===== src/include/aea_params.svh =====
// Constants for the active energy accumulator
// Functional notes
// - Power samples add into a 49-bit signed accumulator; top 24 bits readable.
// - One sample is accumulated every five clock periods.
// - With both mode bits clear, accumulation is signed.
// - With both mode bits set, positive-only mode applies.
// - Positive-only mode ignores all negative samples.
// - Absolute mode accumulates magnitude, still skipping samples below no-load level.
// - Sign change and no-load detection keep running in every mode.
// - Samples are divided by the 8-bit divider; zero divides by one.
// - Reading the read-clear register returns energy, then clears the top 24 bits.
// - Active power goes to the waveform output at a selectable sample rate.
// - Energy wraps from largest positive to most negative and back.
// - Half-full events raise the interrupt when enabled; the overflow flag never sets, as the top 24 bits move by at most one per sample.
// - An active-low pulse output follows gain-calibrated power and mode.
// - After reset accumulation is signed, both mode bits off.
// - Line-cycle mode accumulates over programmed half cycles, aligned to zero crossings.
// - The half-cycle count register is 16 bits wide.
// - Period end sets the cycle-done flag; interrupt pends until it is cleared.
// - A new period starts at once; line energy is overwritten each end.
// - Writing the count clears line energy and restarts at next zero crossing.
// - Line energy uses the main path and the same bit weight.
// - Samples below the no-load threshold are not accumulated; zero disables.
// - Power is scaled by one plus signed 12-bit gain over 4096.
`ifndef AEA_PARAMS_SVH
`define AEA_PARAMS_SVH
`define AEA_OFS_WAVSEL 8'h0d
`define AEA_OFS_ACCCFG 8'h0f
`define AEA_OFS_NLCFG 8'h0e
`define AEA_OFS_IRQEN3 8'hdb
`define AEA_OFS_IRQST3 8'hde
`define AEA_OFS_ENERGY 8'h40
`define AEA_OFS_ENRC 8'h41
`define AEA_OFS_DIV 8'h42
`define AEA_OFS_HCYC 8'h43
`define AEA_OFS_LENERGY 8'h44
`define AEA_OFS_GAIN 8'h45
`define AEA_OFS_IRQST_LO 8'hdc
`define AEA_BIT_POS 0
`define AEA_BIT_ABS 1
`define AEA_BIT_SIGNDIR 2
`define AEA_BIT_CYCDONE 2
`define AEA_BIT_HALF 0
`define AEA_BIT_OVF 1
`define AEA_BIT_WAVEFORM_SAMPLE_ENABLE 5
`define AEA_BIT_NOLOAD 0
`define AEA_BIT_SIGN 1
`define AEA_SAMPLE_DIV 3'h4
`define AEA_GAIN_SHIFT 12
`define AEA_NL_LVL1 24'h000028
`define AEA_NL_LVL2 24'h000014
`define AEA_NL_LVL3 24'h00000a
`define AEA_PULSE_LOW 8'h10
`endif


===== src/include/aea_pkg.sv =====
// Types for the active energy accumulator
package aea_pkg;
  typedef enum logic [2:0] {
    AEA_LC_IDLE = 3'b001,
    AEA_LC_WAIT = 3'b010,
    AEA_LC_RUN = 3'b100
  } aea_lc_e;
endpackage : aea_pkg


===== src/rtl/aea_active_energy.sv =====
// Active energy accumulator with line-cycle mode and pulse output
`timescale 1ns/100ps
`include "aea_params.svh"
module aea_active_energy #(
  parameter int PW = 24,
  parameter int AW = 49,
  parameter int PULSE_BIT = 30
) (
  // Clock and reset
  input wire logic clk,
  input wire logic rst_n,
  // Signal path
  input wire logic signed [PW-1:0] powerIn,
  input wire logic voltSign,
  // Register port
  input wire logic regWr,
  input wire logic regRd,
  input wire logic [7:0] regAddr,
  input wire logic [23:0] regWdata,
  output logic [23:0] regRdata_r,
  // Outputs
  output logic energyPulseOut_n_r,
  output logic irqOut_r,
  output logic wavValid_r,
  output logic signed [PW-1:0] wavData_r
);
  logic [7:0] waveformSourceSelect_r;
  logic [7:0] accumulationConfig_r;
  logic [7:0] noloadConfig_r;
  logic [7:0] irqEnableThree_r;
  logic [7:0] irqStatusThree_r;
  logic [7:0] irqStatusLow_r;
  logic [7:0] energyDivider_r;
  logic [15:0] halfCycleCount_r;
  logic [11:0] powerGain_r;
  logic signed [AW-1:0] acc_r;
  logic signed [AW-1:0] lineAcc_r;
  logic signed [23:0] lineCycleEnergy_r;
  logic [2:0] sampleCnt_r;
  logic [2:0] vSync_r;
  logic vStable_r;
  logic sampleTick;
  logic signed [PW+12:0] gained;
  logic signed [PW-1:0] scaled;
  logic signed [PW-1:0] divided;
  logic signed [PW-1:0] addend;
  logic [PW-1:0] mag;
  logic [23:0] nlLevel;
  logic belowNl;
  logic signed [AW-1:0] accNxt;
  logic [23:0] topOld;
  logic [23:0] topNew;
  logic evHalf;
  logic evOvf;
  logic zeroCross;
  logic crossPend_r;
  logic crossAtTick;
  logic cycleEnd;
  logic prevNeg_r;
  logic [15:0] halfCnt_r;
  logic [PULSE_BIT:0] pulseAcc_r;
  logic [7:0] pulseLow_r;
  logic [9:0] wavCnt_r;
  aea_pkg::aea_lc_e lcState_r;

  // Gain, divide, mode selection
  always_comb begin
    // Gain factor is 4096 plus the signed gain, kept 14 bits wide so 4096 stays positive
    gained = $signed(powerIn) * (14'sh1000 + $signed({{2{powerGain_r[11]}}, powerGain_r}));
    scaled = gained[PW+11:`AEA_GAIN_SHIFT];
    divided = (energyDivider_r == 8'h00) ? scaled : PW'(scaled / $signed({1'b0, energyDivider_r}));
    mag = scaled[PW-1] ? PW'(-scaled) : PW'(scaled);
    case (noloadConfig_r[1:0])
      2'h1: nlLevel = `AEA_NL_LVL1;
      2'h2: nlLevel = `AEA_NL_LVL2;
      2'h3: nlLevel = `AEA_NL_LVL3;
      default: nlLevel = 24'h000000;
    endcase
    belowNl = (noloadConfig_r[1:0] != 2'h0) && (24'(mag) < nlLevel);
    if (belowNl) begin
      addend = '0;
    end else if (accumulationConfig_r[`AEA_BIT_POS]) begin
      addend = divided[PW-1] ? PW'(0) : divided;
    end else if (accumulationConfig_r[`AEA_BIT_ABS]) begin
      addend = divided[PW-1] ? PW'(-divided) : divided;
    end else begin
      addend = divided;
    end
  end

  assign sampleTick = (sampleCnt_r == `AEA_SAMPLE_DIV);
  assign accNxt = acc_r + AW'(addend);
  assign topOld = acc_r[AW-1:AW-24];
  assign topNew = accNxt[AW-1:AW-24];
  assign evOvf = sampleTick && (topOld[23] != topNew[23]) && (topOld[22] == topNew[22]);
  assign evHalf = sampleTick && (topOld[22] != topNew[22]) && (topOld[23] == topNew[23]);
  assign zeroCross = (vSync_r[2] == vSync_r[1]) && (vSync_r[2] != vStable_r);
  assign crossAtTick = sampleTick && (zeroCross || crossPend_r);
  assign cycleEnd = (lcState_r == aea_pkg::AEA_LC_RUN) && crossAtTick
                    ? (halfCnt_r + 16'h0001 >= halfCycleCount_r) : 1'b0;

  always_ff @(posedge clk or negedge rst_n) begin
    if (!rst_n) begin
      sampleCnt_r <= 3'h0;
    end else begin
      sampleCnt_r <= sampleTick ? 3'h0 : sampleCnt_r + 3'h1;
    end
  end

  // Voltage sign sync; second and third stages decide
  always_ff @(posedge clk or negedge rst_n) begin
    if (!rst_n) begin
      vSync_r <= 3'h0;
      vStable_r <= 1'b0;
    end else begin
      vSync_r <= {vSync_r[1:0], voltSign};
      if (vSync_r[2] == vSync_r[1]) begin
        vStable_r <= vSync_r[2];
      end
    end
  end

  // A crossing lasts one clock; hold it until the next sample tick so none is lost
  always_ff @(posedge clk or negedge rst_n) begin
    if (!rst_n) begin
      crossPend_r <= 1'b0;
    end else if (sampleTick) begin
      crossPend_r <= 1'b0;
    end else if (zeroCross) begin
      crossPend_r <= 1'b1;
    end
  end

  // Main accumulator; read-clear wipes the top 24 bits
  always_ff @(posedge clk or negedge rst_n) begin
    if (!rst_n) begin
      acc_r <= '0;
    end else if (regRd && regAddr == `AEA_OFS_ENRC) begin
      acc_r <= {24'h000000, (sampleTick ? accNxt[AW-25:0] : acc_r[AW-25:0])};
    end else if (sampleTick) begin
      acc_r <= accNxt;
    end
  end

  // Line-cycle sequencer
  always_ff @(posedge clk or negedge rst_n) begin
    if (!rst_n) begin
      lcState_r <= aea_pkg::AEA_LC_IDLE;
      halfCnt_r <= 16'h0000;
      lineAcc_r <= '0;
      lineCycleEnergy_r <= 24'h000000;
    end else if (regWr && regAddr == `AEA_OFS_HCYC) begin
      lcState_r <= aea_pkg::AEA_LC_WAIT;
      halfCnt_r <= 16'h0000;
      lineAcc_r <= '0;
      lineCycleEnergy_r <= 24'h000000;
    end else begin
      case (lcState_r)
        aea_pkg::AEA_LC_IDLE: begin
          lcState_r <= aea_pkg::AEA_LC_WAIT;
        end
        aea_pkg::AEA_LC_WAIT: begin
          // Held until a crossing on a sample tick so no count is split
          if (crossAtTick) begin
            lcState_r <= aea_pkg::AEA_LC_RUN;
            lineAcc_r <= '0;
            halfCnt_r <= 16'h0000;
          end
        end
        aea_pkg::AEA_LC_RUN: begin
          if (cycleEnd) begin
            lineCycleEnergy_r <= lineAcc_r[AW-1:AW-24];
            lineAcc_r <= AW'(addend);
            halfCnt_r <= 16'h0000;
          end else if (sampleTick) begin
            lineAcc_r <= lineAcc_r + AW'(addend);
            if (crossAtTick) begin
              halfCnt_r <= halfCnt_r + 16'h0001;
            end
          end
        end
        default: lcState_r <= aea_pkg::AEA_LC_IDLE;
      endcase
    end
  end

  // Sign tracking for direction detection
  always_ff @(posedge clk or negedge rst_n) begin
    if (!rst_n) begin
      prevNeg_r <= 1'b0;
    end else if (sampleTick) begin
      prevNeg_r <= scaled[PW-1];
    end
  end

  // Status flags: set wins over clear
  always_ff @(posedge clk or negedge rst_n) begin
    logic [7:0] setThree;
    logic [7:0] setLow;
    logic dirEv;
    setThree = 8'h00;
    setLow = 8'h00;
    dirEv = 1'b0;
    if (!rst_n) begin
      irqStatusThree_r <= 8'h00;
      irqStatusLow_r <= 8'h00;
    end else begin
      setThree[`AEA_BIT_HALF] = evHalf;
      setThree[`AEA_BIT_OVF] = evOvf;
      setThree[`AEA_BIT_CYCDONE] = cycleEnd;
      dirEv = sampleTick && (accumulationConfig_r[`AEA_BIT_SIGNDIR]
              ? (prevNeg_r && !scaled[PW-1]) : (!prevNeg_r && scaled[PW-1]));
      setLow[`AEA_BIT_SIGN] = dirEv;
      setLow[`AEA_BIT_NOLOAD] = sampleTick && belowNl;
      if (regWr && regAddr == `AEA_OFS_IRQST3) begin
        irqStatusThree_r <= (irqStatusThree_r & regWdata[7:0]) | setThree;
      end else begin
        irqStatusThree_r <= irqStatusThree_r | setThree;
      end
      if (regWr && regAddr == `AEA_OFS_IRQST_LO) begin
        irqStatusLow_r <= (irqStatusLow_r & regWdata[7:0]) | setLow;
      end else begin
        irqStatusLow_r <= irqStatusLow_r | setLow;
      end
    end
  end

  always_ff @(posedge clk or negedge rst_n) begin
    if (!rst_n) begin
      irqOut_r <= 1'b0;
    end else begin
      irqOut_r <= |(irqStatusThree_r & irqEnableThree_r & 8'h07);
    end
  end

  // Configuration registers
  always_ff @(posedge clk or negedge rst_n) begin
    if (!rst_n) begin
      waveformSourceSelect_r <= 8'h00;
      accumulationConfig_r <= 8'h00;
      noloadConfig_r <= 8'h00;
      irqEnableThree_r <= 8'h00;
      energyDivider_r <= 8'h00;
      halfCycleCount_r <= 16'hffff;
      powerGain_r <= 12'h000;
    end else if (regWr) begin
      case (regAddr)
        `AEA_OFS_WAVSEL: waveformSourceSelect_r <= regWdata[7:0];
        `AEA_OFS_ACCCFG: accumulationConfig_r <= regWdata[7:0];
        `AEA_OFS_NLCFG: noloadConfig_r <= regWdata[7:0];
        `AEA_OFS_IRQEN3: irqEnableThree_r <= regWdata[7:0];
        `AEA_OFS_DIV: energyDivider_r <= regWdata[7:0];
        `AEA_OFS_HCYC: halfCycleCount_r <= regWdata[15:0];
        `AEA_OFS_GAIN: powerGain_r <= regWdata[11:0];
        default: ;
      endcase
    end
  end

  // Read data; unmapped reads return zero
  always_ff @(posedge clk or negedge rst_n) begin
    if (!rst_n) begin
      regRdata_r <= 24'h000000;
    end else if (regRd) begin
      case (regAddr)
        `AEA_OFS_WAVSEL: regRdata_r <= {16'h0000, waveformSourceSelect_r};
        `AEA_OFS_ACCCFG: regRdata_r <= {16'h0000, accumulationConfig_r};
        `AEA_OFS_NLCFG: regRdata_r <= {16'h0000, noloadConfig_r};
        `AEA_OFS_IRQEN3: regRdata_r <= {16'h0000, irqEnableThree_r};
        `AEA_OFS_IRQST3: regRdata_r <= {16'h0000, irqStatusThree_r};
        `AEA_OFS_IRQST_LO: regRdata_r <= {16'h0000, irqStatusLow_r};
        `AEA_OFS_ENERGY: regRdata_r <= topOld;
        `AEA_OFS_ENRC: regRdata_r <= topOld;
        `AEA_OFS_DIV: regRdata_r <= {16'h0000, energyDivider_r};
        `AEA_OFS_HCYC: regRdata_r <= {8'h00, halfCycleCount_r};
        `AEA_OFS_LENERGY: regRdata_r <= lineCycleEnergy_r;
        `AEA_OFS_GAIN: regRdata_r <= {12'h000, powerGain_r};
        default: regRdata_r <= 24'h000000;
      endcase
    end
  end

  // Pulse output: carry out of a rate accumulator starts a fixed low pulse
  always_ff @(posedge clk or negedge rst_n) begin
    logic [PULSE_BIT:0] sumP;
    sumP = '0;
    if (!rst_n) begin
      pulseAcc_r <= '0;
      pulseLow_r <= 8'h00;
      energyPulseOut_n_r <= 1'b1;
    end else begin
      if (sampleTick) begin
        sumP = {1'b0, pulseAcc_r[PULSE_BIT-1:0]} + (PULSE_BIT+1)'(addend[PW-1] ? PW'(-addend) : addend);
        pulseAcc_r <= sumP;
      end
      if (sampleTick && sumP[PULSE_BIT]) begin
        pulseLow_r <= `AEA_PULSE_LOW;
      end else if (pulseLow_r != 8'h00) begin
        pulseLow_r <= pulseLow_r - 8'h01;
      end
      energyPulseOut_n_r <= (pulseLow_r == 8'h00);
    end
  end

  // Waveform samples: 25.6 kSPS base, selected divide by 1,2,4,8
  always_ff @(posedge clk or negedge rst_n) begin
    if (!rst_n) begin
      wavCnt_r <= 10'h000;
      wavValid_r <= 1'b0;
      wavData_r <= '0;
    end else begin
      wavCnt_r <= wavCnt_r + 10'h001;
      wavValid_r <= 1'b0;
      if (irqEnableThree_r[`AEA_BIT_WAVEFORM_SAMPLE_ENABLE] && waveformSourceSelect_r[4:2] == 3'h0 &&
          (wavCnt_r & ({10'h3ff} >> (2'h3 - waveformSourceSelect_r[6:5]))) == 10'h000) begin
        wavValid_r <= 1'b1;
        wavData_r <= scaled;
      end
    end
  end
endmodule : aea_active_energy


===== config.mk =====
export PLATFORM = sky130hd
export DESIGN_NAME = aea_active_energy
export DESIGN_NICKNAME = d
export VERILOG_FILES = /design/src/include/aea_pkg.sv /design/src/rtl/aea_active_energy.sv
export VERILOG_INCLUDE_DIRS = /design/src /design/src/include
export SDC_FILE = /design/constraint.sdc
export NUM_CORES = 2
export LEC_CHECK = 0
export BUFFER_PORTS_ARGS = -buffer_cell sky130_fd_sc_hd__clkbuf_2
export CORE_MARGIN = 8
export CORE_UTILIZATION = 65
export DETAILED_ROUTE_END_ITERATION = 16
export GPL_ROUTABILITY_DRIVEN = 0
export HOLD_SLACK_MARGIN = 0.06
export PLACE_DENSITY = 0.82
export REMOVE_ABC_BUFFERS = 1
export SLEW_MARGIN = 0
export SYNTH_ARGS = -nofsm -noshare
export SYNTH_HDL_FRONTEND = slang
export SYNTH_SLANG_ARGS = --single-unit

===== constraint.sdc =====
create_clock -name clk -period 210.6 [get_ports clk]
set_clock_uncertainty 0.15 [all_clocks]
set_input_delay 42.12 -clock clk [delete_from_list [all_inputs] [get_ports clk]]
set_output_delay 42.12 -clock clk [all_outputs]
set_load 0.005 [all_outputs]

==> impl_metrics.json <==
{
  "outcome": "finished, final reports clean",
  "drv_slew": 0,
  "htree_levels": 2,
  "hold_path.class": "reg -> reg",
  "tns_ns": 0,
  "cp_common_cell": "o21a_1",
  "cts_tree": "done",
  "track_usage_pct": 31.9,
  "core_um2": 71400,
  "dr_wl_met2_um": 61100,
  "rows": 98,
  "first_global_vias": 43358,
  "final_cell_mix": "nand2_1, inv_1, ha_1, nor2_1, dfrtp_1",
  "layout_commonest_cell": "nand2_1",
  "syn_inst": 5666,
  "drt_iter0_markers": 4068,
  "critPathArrivalTime_ns": 130.11,
  "port_buffers": 103,
  "met1Wirelength_um": 53100,
  "wl_met3_um": 11000,
  "vias": 43302,
  "drc_errors": 0,
  "viasPerCell": 6.54,
  "synth_edf_count": 0,
  "fin_nets": 6406,
  "cp-start-kind": "primary input",
  "syn_avg_cell_area_um2": 8.24,
  "cts_root_buf": "clkbuf_16",
  "postCtsSetupBuffers": 0,
  "ios": 112,
  "maxCapViolCount": 0,
  "setup_viol": 0,
  "syn_to_final_growth_pct": 5.67,
  "max_freq_mhz": 7.70,
  "grt_max_degree": 117,
  "relSlewSlack_pct": 13.3,
  "first_pass_iters": 8,
  "die_x_um": 284,
  "gr-total-overflow": 0,
  "synth_warnings": 0,
  "topRoutingLayerUsed": "met5",
  "totalWireLength_um": 132000,
  "start_util_pct": 65.4,
  "dieHeight_um": 284,
  "slowest_stage": "nor4_2",
  "async_reset_ff_share_pct": 100,
  "wire_per_inst_um": 19.9,
  "cts_made_buffers": 39,
  "cts_resized": 0,
  "whs_ns": 0.201,
  "tightest_slew_ns": 1.28,
  "crit_buf_inv": 21,
  "die-area_um2": 80700,
  "cts_hold_buf": 0,
  "ys_seq_area_share_pct": 17.9,
  "grt_pass1_wl_um": 218000,
  "dpl.hpwl_um": 99900,
  "synth.distinct_cells": 138,
  "clock_path_buffers": 3,
  "cts_sinks": 333,
  "cp_top_family": "compound AO/OA/AOI/OAI gates",
  "critPathCaptureType": "flop",
  "clk_latency_ns": 0.60,
  "antenna_found_initial": 6,
  "grt_setup_unrepaired": "false",
  "layout-drive-gt1-share_pct": 9.13,
  "fin_util_pct": 69.1,
  "synth_area_um2": 46700,
  "worstPathRequired_ns": 210.89,
  "path_max_fanout": 45,
  "period_share_pct": 61.6,
  "path_clk_slew_ns": 0.06,
  "finalCriticalPeriod_ns": 129.82,
  "path_class": "in -> reg",
  "ys_seq_elements": 333,
  "hold_viol": 0,
  "antenna_left": 0,
  "synthFlopType": "dfrtp_1",
  "slowest_delay_ns": 0.91
}
[state kept, by name, indices dropped and copies added, names as in the netlist, 10 cells and up]
| name | flops |
|---|---|
| acc_r | 49 |
| lineAcc_r | 49 |
| pulseAcc_r | 30 |
| lineCycleEnergy_r | 24 |
| regRdata_r | 24 |
| wavData_r | 24 |
| halfCnt_r | 16 |
| halfCycleCount_r | 16 |
| powerGain_r | 12 |
| wavCnt_r | 10 |
[synthesized netlist by cell type (55+ instances only)]
cell type | n | share of area, %
o21ai_0 | 271 | 2.9
nand2_1 | 612 | 4.9
nor2_1 | 407 | 3.3
xnor2_1 | 206 | 3.9
a21o_1 | 72 | 1.2
o31ai_1 | 75 | 1.2
o21a_1 | 153 | 2.5
mux2_2 | 116 | 2.8
mux2i_1 | 76 | 1.6
nor3_1 | 186 | 2.0
nand4_1 | 55 | 0.74
inv_1 | 536 | 4.3
nand3_1 | 104 | 1.1
fa_1 | 278 | 12
a21oi_1 | 293 | 3.1
nor2b_1 | 66 | 0.88
clkbuf_1 | 194 | 1.6
ha_1 | 432 | 12
o21bai_1 | 76 | 1.2
dfrtp_1 | 315 | 17
and2_1 | 134 | 1.8
xor2_1 | 80 | 1.5
[metrics by stage]
stage / setup slack (ns) / area (um^2) / cells
final: 80.78 / 49300 / 6620
after detailed placement: 82.82 / 48000 / 6544
after floorplan: 94.09 / 45800 / 5435
after CTS: 82.98 / 49300 / 6615
after global placement: 84.09 / 48000 / 6544
after global routing: 74.38 / 49300 / 6617
[layer usage]
layer | GRT usage [%] | up-vias
met5 | 0 | -
met1 | 41.3 | 20841
met4 | 14.7 | 2
li1 | - | 19965
met3 | 4.37 | 445
met2 | 52.9 | 2049
[cell families after synthesis]
family	after synthesis	synth area share, %
and+or+nand+nor	1880	19.8
AOI/OAI and AO/OA	1475	22.1
buffers and inverters	773	6.37
adders and majority gates	712	23.5
DFF	333	17.9
xor gates and xnor gates	292	5.59
muxes	201	4.70
[path summary, 6_finish.rpt]
path | from | to | slack, ns | depth (start not counted)
setup / recovery | powerIn[11] | lineAcc_r[48] | 80.78 | 364
hold / removal | vSync_r[0] | vSync_r[1] | 0.20 | 0
setup reg to reg | powerGain_r[7] | lineAcc_r[48] | 121.44 | 362
hold reg to reg | vSync_r[0] | vSync_r[1] | 0.20 | 0
max in group asynchronous | rst_n | halfCnt_r[2] | 166.37 | 3
min in group asynchronous | rst_n | pulseLow_r[3] | 41.48 | 1
[worst reg2reg max path: cells and delay by family, from the launching register on]
kind	cells	cell delay (ns)
muxes	8	2.61
AOI/OAI and AO/OA	201	43.29
xor gates and xnor gates	1	0.20
buffers and inverters	19	2.43
and+or+nand+nor	100	27.64
adders and majority gates	33	11.44
DFF	1	1.19
[final cells by class]
type | count | area, um^2
repair buffers | 159 | 946
well taps | 950 | 1190
diodes | 5 | 12.5
flip-flops and latches | 333 | 8360
inverters | 542 | 2030
clock buffers | 55 | 1140
fillers | 5804 | 22000
multi-input cells | 4560 | 35400
clock inverters | 16 | 224
Power is not shown: default switching activity piles up to over one toggle a cycle in this logic, so the estimate is an artifact.
